==> config.mk <==
export PLATFORM = sky130hd
export DESIGN_NAME = tsbl_loader
export DESIGN_NICKNAME = d
export VERILOG_FILES = /design/src/hdl/tsbl_pkg.sv /design/src/hdl/tsbl_crc32.sv /design/src/hdl/tsbl_loader.sv
export VERILOG_INCLUDE_DIRS = /design/src /design/src/hdl
export SDC_FILE = /design/constraint.sdc
export NUM_CORES = 1
export LEC_CHECK = 0
export ABC_AREA = 1
export BUFFER_PORTS_ARGS = -buffer_cell sky130_fd_sc_hd__clkbuf_2
export CAP_MARGIN = 20
export CORE_MARGIN = 8
export CORE_UTILIZATION = 30
export DETAILED_ROUTE_END_ITERATION = 7
export GPL_TIMING_DRIVEN = 0
export PLACE_DENSITY = 0.48
export SETUP_SLACK_MARGIN = 0.15
export SLEW_MARGIN = 20
export SYNTH_ARGS = -nofsm -noshare
export SYNTH_HDL_FRONTEND = slang
export SYNTH_SLANG_ARGS = --single-unit
==> constraint.sdc <==
create_clock -name pclk -period 2.2 [get_ports pclk]
set_clock_uncertainty 0.15 [all_clocks]
set_input_delay 0.33 -clock pclk [delete_from_list [all_inputs] [get_ports pclk]]
set_output_delay 0.33 -clock pclk [all_outputs]
set_load 0.005 [all_outputs]
==> src/hdl/tsbl_defines.svh <==
// tile secure boot loader: offsets, field positions, reset values, timing
// assumes inclusion by bare name from the loader files
`ifndef TSBL_DEFINES_SVH
`define TSBL_DEFINES_SVH

// apb register byte offsets
`define TSBL_OFS_SEC        8'h00
`define TSBL_OFS_STATUS     8'h04
`define TSBL_OFS_PROG_ADDR  8'h08
`define TSBL_OFS_PROG_DATA  8'h0C
`define TSBL_OFS_PROG_CTL   8'h10
`define TSBL_OFS_CRC        8'h14
`define TSBL_OFS_RES_ADDR   8'h18
`define TSBL_OFS_RES_DATA   8'h1C
`define TSBL_OFS_RES_CTL    8'h20

// security register fields
`define TSBL_SEC_TAP_OFF    0
`define TSBL_SEC_LINK_OFF   1
`define TSBL_SEC_SECURE     5
`define TSBL_SEC_REDUND     7
`define TSBL_SEC_LOCK_LO    8
`define TSBL_SEC_LOCK_HI    11
`define TSBL_SEC_MASTER     12
`define TSBL_SEC_TAP_OTP    13
`define TSBL_SEC_DBG_OFF    14
`define TSBL_SEC_GP_LO      15
`define TSBL_SEC_GP_HI      21
`define TSBL_SEC_UID_LO     22
`define TSBL_SEC_UID_HI     31
`define TSBL_SEC_RESET      32'h0000_0000

// status register fields
`define TSBL_ST_RUN         0
`define TSBL_ST_FAIL        1
`define TSBL_ST_BYPASS      2
`define TSBL_ST_PROG_REF    3
`define TSBL_ST_SECURE      4

// programming control fields
`define TSBL_CTL_START      0
`define TSBL_CTL_TO_SEC     1

// otp geometry
`define TSBL_OTP_ROW_W      11
`define TSBL_OTP_SECT_LO    9
`define TSBL_OTP_SEC_ROW    11'h7FF

// programming port resource identifiers
`define TSBL_RES_ADDR       32'h0010_0200
`define TSBL_RES_DATA       32'h0020_0100
`define TSBL_RES_CTL        32'h0010_0300

// image check
`define TSBL_CRC_BYPASS     32'h0D15_AB1E
`define TSBL_CRC_POLY       32'hEDB8_8320
`define TSBL_CRC_PRELOAD    32'hFFFF_FFFF

// timing
`define TSBL_CLK_MHZ        125
`define TSBL_RST_SEQ_NS     15000
`define TSBL_RST_SEQ_CYC    ((`TSBL_RST_SEQ_NS * `TSBL_CLK_MHZ + 999) / 1000)

`endif

==> src/hdl/tsbl_pkg.sv <==
// tile secure boot loader: shared types
// assumes nothing from the defines header, field widths are written out here
package tsbl_pkg;

    typedef enum logic [2:0] {
        TSBL_WAIT_LOCK = 3'b000,
        TSBL_RST_SEQ   = 3'b001,
        TSBL_SEC_LOAD  = 3'b010,
        TSBL_SEC_WAIT  = 3'b011,
        TSBL_LOAD      = 3'b100,
        TSBL_RUN       = 3'b101,
        TSBL_FAIL      = 3'b110
    } tsbl_state_type;

    typedef enum logic [1:0] {
        TSBL_PH_LEN  = 2'b00,
        TSBL_PH_PROG = 2'b01,
        TSBL_PH_CHK  = 2'b10
    } tsbl_phase_type;

    typedef struct packed {
        logic        to_sec;
        logic [15:0] addr;
        logic [31:0] data;
    } tsbl_prog_type;

endpackage

==> src/hdl/tsbl_crc32.sv <==
// tile secure boot loader: byte-wide reflected crc-32 accumulator
// assumes one byte per enabled cycle, init restarts the remainder
`timescale 1ns/1ns
`include "tsbl_defines.svh"

module tsbl_crc32 #(
    parameter logic [31:0] POLY    = `TSBL_CRC_POLY,
    parameter logic [31:0] PRELOAD = `TSBL_CRC_PRELOAD
) (
    input  wire logic        pclk,
    input  wire logic        presetn,
    input  wire logic        ce,
    input  wire logic        init,
    input  wire logic        en,
    input  wire logic [7:0]  data,
    output logic      [31:0] crc_reg
);

    logic [31:0] crc_next;

    // lsb-first shift per bit
    always_comb
    begin
        crc_next = crc_reg ^ {24'h00_0000, data};
        for (int i = 0; i < 8; i++)
        begin
            crc_next = crc_next[0] ? ((crc_next >> 1) ^ POLY) : (crc_next >> 1);
        end
    end

    always_ff @(posedge pclk or negedge presetn)
    begin
        if (!presetn)
            crc_reg <= 32'hFFFF_FFFF;
        else if (ce)
        begin
            if (init)
                crc_reg <= PRELOAD;
            else if (en)
                crc_reg <= crc_next;
        end
    end

endmodule

==> src/hdl/tsbl_loader.sv <==
// tile secure boot loader: reset sequencing, security load, image load, apb
// assumes a synchronous otp word read port, a flash byte stream and a ram word port
`timescale 1ns/1ns
`include "tsbl_defines.svh"

module tsbl_loader #(
    parameter int RAM_AW = 16
) (
    input  wire logic                         pclk,
    input  wire logic                         presetn,
    input  wire logic                         ce,
    input  wire logic                         psel,
    input  wire logic                         penable,
    input  wire logic                         pwrite,
    input  wire logic [7:0]                   paddr,
    input  wire logic [31:0]                  pwdata,
    output logic      [31:0]                  prdata,
    output logic                              pready,
    output logic                              pslverr,
    input  wire logic                         pll_locked,
    output logic                              gpio_pulldown_en,
    output logic                              otp_rd_req,
    output logic      [`TSBL_OTP_ROW_W-1:0]   otp_rd_addr,
    input  wire logic [31:0]                  otp_rd_data,
    input  wire logic                         otp_rd_valid,
    input  wire logic [7:0]                   flash_byte,
    input  wire logic                         flash_valid,
    output logic                              flash_ready,
    output logic                              ram_we,
    output logic      [RAM_AW-1:0]            ram_addr,
    output logic      [31:0]                  ram_wdata,
    output logic                              boot_start,
    output logic      [RAM_AW-1:0]            boot_addr,
    output logic                              boot_fail,
    output logic                              tap_block,
    output logic                              link_block,
    output logic                              otp_redundant_en,
    output logic                              tap_otp_block,
    output logic                              debug_sync_disable,
    output logic      [9:0]                   usercode_ext,
    input  wire logic                         tap_req,
    output logic                              tap_grant,
    output logic                              tap_refuse,
    input  wire logic                         link_req,
    output logic                              link_grant,
    output logic                              link_refuse,
    output logic                              otp_prog_req,
    output tsbl_pkg::tsbl_prog_type           otp_prog
);

    localparam logic [11:0] RST_CYC = 12'(`TSBL_RST_SEQ_CYC);

    tsbl_pkg::tsbl_state_type state_reg, state_next;
    tsbl_pkg::tsbl_phase_type phase_reg;
    logic [11:0]               rst_cnt_reg;
    logic [31:0]               sec_reg;
    logic                      loaded_reg;
    logic [31:0]               len_reg;
    logic [31:0]               word_reg;
    logic [31:0]               chk_reg;
    logic [31:0]               words_left_reg;
    logic [1:0]                bidx_reg;
    logic [31:0]               otp_buf_reg;
    logic [2:0]                otp_cnt_reg;
    logic                      otp_pend_reg;
    logic [`TSBL_OTP_ROW_W-1:0] otp_ptr_reg;
    logic                      bypass_reg;
    logic                      prog_ref_reg;
    logic [15:0]               prog_addr_reg;
    logic [31:0]               prog_data_reg;
    logic [31:0]               crc_reg;

    // source and byte stream
    wire        src_otp    = sec_reg[`TSBL_SEC_SECURE];
    wire        in_load    = (state_reg == tsbl_pkg::TSBL_LOAD);
    wire        byte_fire  = in_load & (src_otp ? (otp_cnt_reg != 3'h0) : (flash_ready & flash_valid));
    wire [7:0]  byte_val   = src_otp ? otp_buf_reg[7:0] : flash_byte;
    wire        word_end   = byte_fire & (bidx_reg == 2'h3);
    wire [31:0] shift_in   = {byte_val, word_reg[31:8]};
    wire [31:0] chk_full   = {byte_val, chk_reg[31:8]};
    wire        ph_len     = (phase_reg == tsbl_pkg::TSBL_PH_LEN);
    wire        ph_prog    = (phase_reg == tsbl_pkg::TSBL_PH_PROG);
    wire        ph_chk     = (phase_reg == tsbl_pkg::TSBL_PH_CHK);
    wire        crc_en     = byte_fire & ~ph_chk;
    wire        crc_init   = (state_reg == tsbl_pkg::TSBL_SEC_WAIT) & otp_rd_valid;
    wire        chk_done   = word_end & ph_chk;
    wire        is_bypass  = (chk_full == `TSBL_CRC_BYPASS);
    wire        crc_match  = (chk_full == ~crc_reg);
    wire        image_ok   = is_bypass | crc_match;
    wire        otp_need   = in_load & src_otp & (otp_cnt_reg == 3'h0) & ~otp_pend_reg & ~otp_rd_req;
    wire        sec_issue  = (state_reg == tsbl_pkg::TSBL_SEC_LOAD);

    // apb decode
    wire        apb_setup  = psel & ~penable & ~pready;
    wire        apb_acc    = psel & penable & pready;
    wire        apb_wr     = apb_acc & pwrite;
    wire        hit_sec    = (paddr == `TSBL_OFS_SEC);
    wire        hit_status = (paddr == `TSBL_OFS_STATUS);
    wire        hit_paddr  = (paddr == `TSBL_OFS_PROG_ADDR);
    wire        hit_pdata  = (paddr == `TSBL_OFS_PROG_DATA);
    wire        hit_pctl   = (paddr == `TSBL_OFS_PROG_CTL);
    wire        hit_crc    = (paddr == `TSBL_OFS_CRC);
    wire        hit_raddr  = (paddr == `TSBL_OFS_RES_ADDR);
    wire        hit_rdata  = (paddr == `TSBL_OFS_RES_DATA);
    wire        hit_rctl   = (paddr == `TSBL_OFS_RES_CTL);
    wire        hit_any    = hit_sec | hit_status | hit_paddr | hit_pdata | hit_pctl | hit_crc
                           | hit_raddr | hit_rdata | hit_rctl;
    wire [31:0] status_val = {27'h000_0000, src_otp, prog_ref_reg, bypass_reg, boot_fail, boot_start};
    wire [31:0] rd_val     = hit_sec    ? sec_reg
                           : hit_status ? status_val
                           : hit_paddr  ? {16'h0000, prog_addr_reg}
                           : hit_pdata  ? prog_data_reg
                           : hit_crc    ? ~crc_reg
                           : hit_raddr  ? `TSBL_RES_ADDR
                           : hit_rdata  ? `TSBL_RES_DATA
                           : hit_rctl   ? `TSBL_RES_CTL
                           : 32'h0000_0000;

    // programming request check
    wire        prog_go    = apb_wr & hit_pctl & pwdata[`TSBL_CTL_START];
    wire        prog_sec   = pwdata[`TSBL_CTL_TO_SEC];
    wire [1:0]  prog_sect  = prog_addr_reg[`TSBL_OTP_SECT_LO +: 2];
    wire [3:0]  sect_locks = sec_reg[`TSBL_SEC_LOCK_HI:`TSBL_SEC_LOCK_LO];
    wire        prog_deny  = sec_reg[`TSBL_SEC_MASTER] | (~prog_sec & sect_locks[prog_sect]);
    wire        ref_clr    = apb_wr & hit_status & pwdata[`TSBL_ST_PROG_REF];

    // security gates, blocked until the register is loaded
    wire        gate_tap   = ~loaded_reg | sec_reg[`TSBL_SEC_TAP_OFF];
    wire        gate_link  = ~loaded_reg | sec_reg[`TSBL_SEC_LINK_OFF];

    tsbl_crc32 u_crc (
        .pclk    (pclk),
        .presetn (presetn),
        .ce      (ce),
        .init    (crc_init),
        .en      (crc_en),
        .data    (byte_val),
        .crc_reg (crc_reg)
    );

    always_comb
    begin
        state_next = state_reg;
        unique case (state_reg)
            tsbl_pkg::TSBL_WAIT_LOCK: if (pll_locked) state_next = tsbl_pkg::TSBL_RST_SEQ;
            tsbl_pkg::TSBL_RST_SEQ:   if (rst_cnt_reg == RST_CYC) state_next = tsbl_pkg::TSBL_SEC_LOAD;
            tsbl_pkg::TSBL_SEC_LOAD:  state_next = tsbl_pkg::TSBL_SEC_WAIT;
            tsbl_pkg::TSBL_SEC_WAIT:  if (otp_rd_valid) state_next = tsbl_pkg::TSBL_LOAD;
            tsbl_pkg::TSBL_LOAD:      if (chk_done) state_next = image_ok ? tsbl_pkg::TSBL_RUN
                                                                          : tsbl_pkg::TSBL_FAIL;
            tsbl_pkg::TSBL_RUN:       state_next = tsbl_pkg::TSBL_RUN;
            tsbl_pkg::TSBL_FAIL:      state_next = tsbl_pkg::TSBL_FAIL;
            default:                  state_next = tsbl_pkg::TSBL_WAIT_LOCK;
        endcase
    end

    always_ff @(posedge pclk or negedge presetn)
    begin
        if (!presetn)
        begin
            state_reg        <= tsbl_pkg::TSBL_WAIT_LOCK;
            rst_cnt_reg      <= 12'h000;
            gpio_pulldown_en <= 1'b1;
        end
        else if (ce)
        begin
            state_reg   <= state_next;
            rst_cnt_reg <= (state_reg == tsbl_pkg::TSBL_RST_SEQ) ? rst_cnt_reg + 12'h001 : 12'h000;
            if (state_reg == tsbl_pkg::TSBL_SEC_LOAD)
                gpio_pulldown_en <= 1'b0;
        end
    end

    // security register load and software field
    always_ff @(posedge pclk or negedge presetn)
    begin
        if (!presetn)
        begin
            sec_reg    <= `TSBL_SEC_RESET;
            loaded_reg <= 1'b0;
        end
        else if (ce)
        begin
            if (crc_init)
            begin
                sec_reg    <= otp_rd_data;
                loaded_reg <= 1'b1;
            end
            else if (apb_wr & hit_sec)
                sec_reg[`TSBL_SEC_GP_HI:`TSBL_SEC_GP_LO] <= pwdata[`TSBL_SEC_GP_HI:`TSBL_SEC_GP_LO];
        end
    end

    // otp word reads: security row first, then image from row 0
    always_ff @(posedge pclk or negedge presetn)
    begin
        if (!presetn)
        begin
            otp_rd_req   <= 1'b0;
            otp_rd_addr  <= '0;
            otp_pend_reg <= 1'b0;
            otp_ptr_reg  <= '0;
        end
        else if (ce)
        begin
            otp_rd_req <= sec_issue | otp_need;
            if (sec_issue)
                otp_rd_addr <= `TSBL_OTP_SEC_ROW;
            else if (otp_need)
            begin
                otp_rd_addr <= otp_ptr_reg;
                otp_ptr_reg <= otp_ptr_reg + 1'b1;
            end
            if (sec_issue | otp_need)
                otp_pend_reg <= 1'b1;
            else if (otp_rd_valid)
                otp_pend_reg <= 1'b0;
        end
    end

    // otp word split into bytes, low byte first
    always_ff @(posedge pclk or negedge presetn)
    begin
        if (!presetn)
        begin
            otp_buf_reg <= 32'h0000_0000;
            otp_cnt_reg <= 3'h0;
        end
        else if (ce)
        begin
            if (in_load & otp_rd_valid)
            begin
                otp_buf_reg <= otp_rd_data;
                otp_cnt_reg <= 3'h4;
            end
            else if (byte_fire & src_otp)
            begin
                otp_buf_reg <= {8'h00, otp_buf_reg[31:8]};
                otp_cnt_reg <= otp_cnt_reg - 3'h1;
            end
        end
    end

    // flash byte handshake
    always_ff @(posedge pclk or negedge presetn)
    begin
        if (!presetn)
            flash_ready <= 1'b0;
        else if (ce)
            flash_ready <= (state_next == tsbl_pkg::TSBL_LOAD) & ~src_otp & ~crc_init & ~chk_done;
    end

    // image parse
    always_ff @(posedge pclk or negedge presetn)
    begin
        if (!presetn)
        begin
            phase_reg      <= tsbl_pkg::TSBL_PH_LEN;
            bidx_reg       <= 2'h0;
            word_reg       <= 32'h0000_0000;
            len_reg        <= 32'h0000_0000;
            chk_reg        <= 32'h0000_0000;
            words_left_reg <= 32'h0000_0000;
        end
        else if (ce & byte_fire)
        begin
            bidx_reg <= bidx_reg + 2'h1;
            word_reg <= shift_in;
            if (ph_chk)
                chk_reg <= chk_full;
            if (word_end & ph_len)
            begin
                len_reg        <= shift_in;
                words_left_reg <= shift_in;
                phase_reg      <= (shift_in == 32'h0000_0000) ? tsbl_pkg::TSBL_PH_CHK
                                                              : tsbl_pkg::TSBL_PH_PROG;
            end
            else if (word_end & ph_prog)
            begin
                words_left_reg <= words_left_reg - 32'h0000_0001;
                if (words_left_reg == 32'h0000_0001)
                    phase_reg <= tsbl_pkg::TSBL_PH_CHK;
            end
        end
    end

    // ram writes from the lowest address, start at the same address
    always_ff @(posedge pclk or negedge presetn)
    begin
        if (!presetn)
        begin
            ram_we     <= 1'b0;
            ram_addr   <= '0;
            ram_wdata  <= 32'h0000_0000;
            boot_start <= 1'b0;
            boot_addr  <= '0;
            boot_fail  <= 1'b0;
            bypass_reg <= 1'b0;
        end
        else if (ce)
        begin
            ram_we <= word_end & ph_prog;
            if (ram_we)
                ram_addr <= ram_addr + 1'b1;
            if (word_end & ph_prog)
                ram_wdata <= shift_in;
            if (chk_done)
            begin
                boot_start <= image_ok;
                boot_fail  <= ~image_ok;
                bypass_reg <= is_bypass;
                boot_addr  <= '0;
            end
        end
    end

    // security-gated outputs and access answers
    always_ff @(posedge pclk or negedge presetn)
    begin
        if (!presetn)
        begin
            tap_block          <= 1'b1;
            link_block         <= 1'b1;
            otp_redundant_en   <= 1'b0;
            tap_otp_block      <= 1'b1;
            debug_sync_disable <= 1'b1;
            usercode_ext       <= 10'h000;
            tap_grant          <= 1'b0;
            tap_refuse         <= 1'b0;
            link_grant         <= 1'b0;
            link_refuse        <= 1'b0;
        end
        else if (ce)
        begin
            tap_block          <= gate_tap;
            link_block         <= gate_link;
            otp_redundant_en   <= loaded_reg & sec_reg[`TSBL_SEC_REDUND];
            tap_otp_block      <= ~loaded_reg | sec_reg[`TSBL_SEC_TAP_OTP];
            debug_sync_disable <= ~loaded_reg | sec_reg[`TSBL_SEC_DBG_OFF];
            usercode_ext       <= sec_reg[`TSBL_SEC_UID_HI:`TSBL_SEC_UID_LO];
            tap_grant          <= tap_req & ~gate_tap;
            tap_refuse         <= tap_req & gate_tap;
            link_grant         <= link_req & ~gate_link;
            link_refuse        <= link_req & gate_link;
        end
    end

    // programming ports
    always_ff @(posedge pclk or negedge presetn)
    begin
        if (!presetn)
        begin
            prog_addr_reg <= 16'h0000;
            prog_data_reg <= 32'h0000_0000;
            prog_ref_reg  <= 1'b0;
            otp_prog_req  <= 1'b0;
            otp_prog      <= '0;
        end
        else if (ce)
        begin
            if (apb_wr & hit_paddr)
                prog_addr_reg <= pwdata[15:0];
            if (apb_wr & hit_pdata)
                prog_data_reg <= pwdata;
            otp_prog_req <= prog_go & ~prog_deny;
            if (prog_go & ~prog_deny)
                otp_prog <= '{to_sec: prog_sec, addr: prog_addr_reg, data: prog_data_reg};
            if (prog_go & prog_deny)
                prog_ref_reg <= 1'b1;
            else if (ref_clr)
                prog_ref_reg <= 1'b0;
        end
    end

    // apb slave, no wait states
    always_ff @(posedge pclk or negedge presetn)
    begin
        if (!presetn)
        begin
            pready  <= 1'b0;
            prdata  <= 32'h0000_0000;
            pslverr <= 1'b0;
        end
        else if (ce)
        begin
            pready  <= apb_setup;
            pslverr <= apb_setup & ~hit_any;
            if (apb_setup & ~pwrite)
                prdata <= rd_val;
        end
    end

endmodule

---- Word level (Yosys, flattened, before mapping) ----
Cells that the tools add are included.
storage, ports and cells
  bits in registers ....................... 445
  word-level logic and storage cells ...... 236
  input port bits ......................... 91
  output and inout port bits .............. 184
cells by class
  bitwise gates (word level) .............. 82
  eq/ne operators ......................... 22
  mux-type cells .......................... 47
  add/subtract/negate cells ............... 6
  $lt $le $gt $ge ......................... 1
  reductions and logical operators ........ 33
operators with widths
  operator                 count
  $mux W32                 19
  $not A13 Y14             8
  $mux W22                 2
  $and A1 B1 Y1            40
  $reduce_and A2 Y1        17
  $eq A32 B1 Y1 const B    1
  $eq A32 B28 Y1 const B   1
  $eq A32 B32 Y1           1
  $eq A8 B5 Y1 const B     4
  $logic_not A32 Y1        1
  $not A32 Y32             1
  $sub A32 B1 Y32 const B  1
  $xor A32 B8 Y32          1
  $mux W11                 2
  $mux W21                 1
  $pmux W3 S7              1
  $mux W3                  6
  $not A1 Y1               17
  $add A16 B1 Y16 const B  1
  $eq A8 B4 Y1 const B     2
  $reduce_bool A2 Y1       8
  $or A1 B1 Y1             15
  $mux W7                  2
  $add A12 B1 Y12 const B  1
  22 further kinds         38

---- Depth between registers and ports, before layout ----
  depth after elaboration ................. 20
  depth in mapped cells ................... 18
  gate-level depth less buffers ........... 16

---- Hierarchy ----
Synthesis repeated with hierarchy kept, for this count alone.
unflattened totals
  cell total of the unflattened synthesis .. 2644
  area total of the unflattened synthesis .. 21160.3 sq um
by module, submodules not included
  module       times used  cells an instance  area each (sq um)  sequential area each (sq um)
  tsbl_loader  1           2246               18570.3            9940.8
  tsbl_crc32   1           398                2590.0             840.8

---- Worst setup path before layout ----
No wires, ideal clock.
  path type ............................... register -> register
  from .................................... register words_left_reg[0]
  to ...................................... register words_left_reg[22]
  path slack .............................. 0.147 ns
  clock period less this slack ............ 2.053 ns
  cell stages (with the launch flop) ...... 11
  setup time .............................. 0.130 ns
  required time ........................... 1.920 ns
  arrival ................................. 1.773 ns
  buffers on the path ..................... 0
  path through ............................ dfrtp_1 > inv_1 > ha_1 > nand2_1 > nor2_1 > nand3_1 > nor2_1 > nand2_1 > xor2_1 > o21ai_0 > o21ai_0
between the ends
  longest elaborated chain between the ends .. 3
RTL lines
  element                   line                RTL
  start: declaration        tsbl_loader.sv:61   logic [31:0] words_left_reg;
  start signal: assignment  tsbl_loader.sv:274  words_left_reg <= shift_in;
  start signal: assignment  tsbl_loader.sv:280  words_left_reg <= words_left_reg - 32'h0000_0001;
  $sub A32 B1 Y32           tsbl_loader.sv:280
  $mux W32                  tsbl_loader.sv:278  else if (word_end & ph_prog)
  $mux W32                  tsbl_loader.sv:271  if (word_end & ph_len)
No other way between the ends. The select of a mux whose other input is x is not followed.
A chain may end at the register's enable or synchronous reset.

---- Final worst setup path ----
  from .................................... register otp_cnt_reg[1]
  to ...................................... register words_left_reg[23]
between the ends
  longest elaborated chain between the ends .. 7
  elaborated cells on any way between the ends .. 10
  those cells by class .................... mux: 2; bitwise: 5; reduce/logical: 3
RTL lines
  element                           line                                    RTL
  start: declaration                tsbl_loader.sv:64                       logic [2:0] otp_cnt_reg;
  start signal: assignment          tsbl_loader.sv:239                      otp_cnt_reg <= otp_cnt_reg - 3'h1;
  $reduce_bool A3 Y1 (*)            tsbl_loader.sv:76                       wire byte_fire = in_load & (src_otp ? (otp_cnt_reg != 3'h0) : (flash_ready & flash_valid));
  $mux W1 (*)                       tsbl_loader.sv:76
  $and A1 B1 Y1 (*)                 tsbl_loader.sv:76
  $and A1 B1 Y1                     tsbl_loader.sv:78                       wire word_end = byte_fire & (bidx_reg == 2'h3);
  $and A1 B1 Y1 (on tied branches)  tsbl_loader.sv:271, tsbl_loader.sv:278
  $reduce_bool A2 Y1 (no line)      --
  $reduce_and A2 Y1 (no line)       --
Mark *: on every way between the ends. The rest lies on a longest branch, timed or not.

==> flow_summary.yaml <==
power_and_ir_drop:
  peakVddDrop_v: 0.000593
  total_leakage_power_nw: 14.6
  total_power_mw: 34.7
  powerDensity_nw_per_um2: 1170
sta:
  fin_crit_sh_pct: 101
  max_slew.worst_pin.slew_ps: 881
  fin_hold_ws_ps: 37.8
  setup_viol: 15
  finalHoldViolCount: 0
  maxSlewHeadroom_pct: 41.2
  slew_viol_final: 0
  max_freq_ghz: 0.448
  rsz0062_at_grt: "yes"
  period_needed_ps: 2230
  setup_tns_ps: -87.3
  fin_ws_ps: -30.5
cells_and_area:
  finalNonFillerCells: 4042
  drive_gt1_share_pct: 32.7
  largest_reg_flops: 49
  final_cell_area_um2: 29800
  regMostFlops: "otp_prog"
  fin_nets: 3219
  area_delta_synth_final_pct: 43.9
  fin_util_pct: 43.5
yosys:
  async_flop_share_pct: 100
  synth_top_area_share_pct: 47.4
  yosysWarnings: 0
  ys_seq_area_share_pct: 52.1
  netlist_instances: 2542
  synthFlopType: "dfrtp_1"
  avgSynthCellArea_um2: 8.15
  synth_area_um2: 20700
  synth.ff_latch_count: 429
  synth_area_leaders: "dfrtp_1 47%, nand2_1 14%, o21ai_0 6.7%"
  synth-edff-count: 0
  synth_area_leader_cell: "dfrtp_1"
  synth_cell_types: 60
placed_design:
  place_area_um2: 23300
  dp_cells: 3703
  gp_congestion: 0.922
  dpl.hpwl_um: 61900
  portBuffers: 258
  place_ws_ps: -483
critical_path:
  worstPathArrival_ps: 2530
  cp_top_family: "buffers and inverters"
  cp_common_cell: "nor2_4"
  start_kind: "register"
  critPathMaxFanout: 7
  crit_slowest_cell: "dfrtp_1"
  cp_num_buf_inv: 4
  path_class: "register to register"
  worstSetupEndpointType: "register"
  worstPathCellList: "inv_2, ha_4, nand2_4, nor2_4, nor2_4, nand4_1, buf_4, nor2_4, clkinv_4, clkbuf_16, o211ai_1, o21ai_1"
  slowest_delay_ps: 370
  crit_required_ps: 2500
routing:
  drc_errors: 0
  antenna_left: 0
  met1_length_um: 37000
  wl_met3_um: 4720
  routed_wl_um: 85400
  drtIter0Drc: 1614
  wl_per_cell_um: 21.1
  met2_length_um: 40600
  vias_per_cell: 4.97
  highest_layer: "met4"
  vias: 20100
  first_pass_iters: 8
grt:
  grt_usage_pct: 20.9
  grt_pass1_wl_um: 125000
  antenna_found_initial: 2
  overflow: 0
  grt_pass1_vias: 19800
  grt_max_degree: 91
clocking:
  h-tree-depth: 2
  cts-root-buf: "clkbuf_16"
  clock_latency_ps: 640
  clk_pin_slew_ps: 70
  cts_num_sinks: 429
  cts_tree: "built"
  cts_buffers: 51
  clock_path_buffers: 3
run_status:
  violations: "negative setup slack"
  status: "complete, but fails checks"
die:
  rows: 96
  io_pins: 275
  core_um2: 68500
  design.die.area_um2: 77700
  fp.dieW_um: 279
  die_h_um: 279
  start_util_pct: 30.3
job:
  cap_violations: 0
min_path:
  min_path_type: "input pin to register"
-- routing by layer --
layer	vias up	track usage, %
met3	156	3.16
met1	9961	27.9
met4	0	6.80
met2	642	34.5
li1	9337	-
met5	-	0
-- Yosys cell counts (20+ instances only) --
library cell and count:
a21oi_1 88, a31oi_1 29, buf_2 22, buf_4 21, clkbuf_1 60, dfrtp_1 392
dfstp_2 37, inv_1 285, nand2_1 749, nand2_2 20, nand3_1 86, nand4_1 28
nor2_1 170, o21ai_0 278, o21ai_1 24, o22ai_1 35, xor2_1 57
-- worst paths after layout --
path | from | to | slack (ps) | cells past startpoint
min | paddr[3] | prdata[21] | 40 | 5
max reg2reg | otp_cnt_reg[1] | words_left_reg[23] | -30 | 12
min reg2reg | gpio_pulldown_en | gpio_pulldown_en | 290 | 2
min in group asynchronous | presetn | chk_reg[28] | 150 | 3
max | otp_cnt_reg[1] | words_left_reg[23] | -30 | 12
max in group asynchronous | presetn | u_crc.crc_reg[29] | 550 | 5
-- worst reg2reg max path, delay by kind of cell, from the launching register on --
| family | cells | cell delay, ps |
|---|---|---|
| simple gates | 5 | 570 |
| buf+inv | 4 | 580 |
| flops | 1 | 370 |
| compound gates | 2 | 250 |
| fa+ha+maj | 1 | 160 |
-- placed cells by master, fill, tap and decap left out, types with 11 or more instances in the layout --
cell type,n
nand2_8,13
nand2_2,78
clkbuf_2,272
nand4_1,28
buf_12,15
a21oi_2,13
mux2_2,16
nor2_4,22
clkinv_2,13
nand3_2,19
nor2_1,130
buf_16,12
o22ai_2,12
nor3_1,13
clkbuf_16,62
o22ai_1,22
buf_8,21
inv_1,273
a31oi_1,29
dlygate4sd3_1,73
nand2_4,61
nand3_1,65
nor2_2,24
o21ai_1,72
o21ai_2,54
dfrtp_1,391
nand2_1,623
o211ai_1,12
conb_1,16
o21ai_0,175
a21oi_1,72
buf_4,136
clkbuf_1,29
xor2_1,47
xnor2_1,11
buf_2,16
dfstp_2,37
buf_6,40
-- power breakdown --
| part | internal, mW | switching, mW | leakage (nW) |
|---|---|---|---|
| Combinational | 6.00 | 8.76 | 8.50 |
| Clock | 4.80 | 3.64 | 0.810 |
| Sequential | 9.72 | 1.82 | 5.29 |
| Total | 20.5 | 14.2 | 14.6 |
-- logic make-up after synthesis --
logic type / share of synthesized area (%)
buffers and inverters: 8.19
other: 0.0181
multiplexers: 0.870
XOR/XNOR: 3.13
adder cells (fa/ha/maj): 0.483
AND/OR/NAND/NOR: 22.0
AO/OA/AOI/OAI: 13.2
flip-flops: 52.1
-- what timing repair did --
action | 4_1_cts | 5_1_grt
resized for setup | 282 | 519
setup endpoints to repair | 278 | 320
gates cloned | 11 | 8
hold buffers | 73 | 0
buffers inserted | 85 | 69
pin swaps | 72 | 95
hold endpoints to repair | 186 | 0
-- final cells by class --
| type | count | area (µm²) |
|---|---|---|
| clock inverters | 23 | 230 |
| well taps | 882 | 1100 |
| fillers | 6714 | 38700 |
| plain buffers | 112 | 996 |
| flip-flops and latches | 429 | 10800 |
| inverters | 299 | 1190 |
| clock buffers | 69 | 1420 |
| repair buffers | 510 | 3990 |
| diodes | 1 | 2.50 |
| multi-input cells | 1717 | 10100 |
No activity file was read; power rests on OpenSTA's default activity.
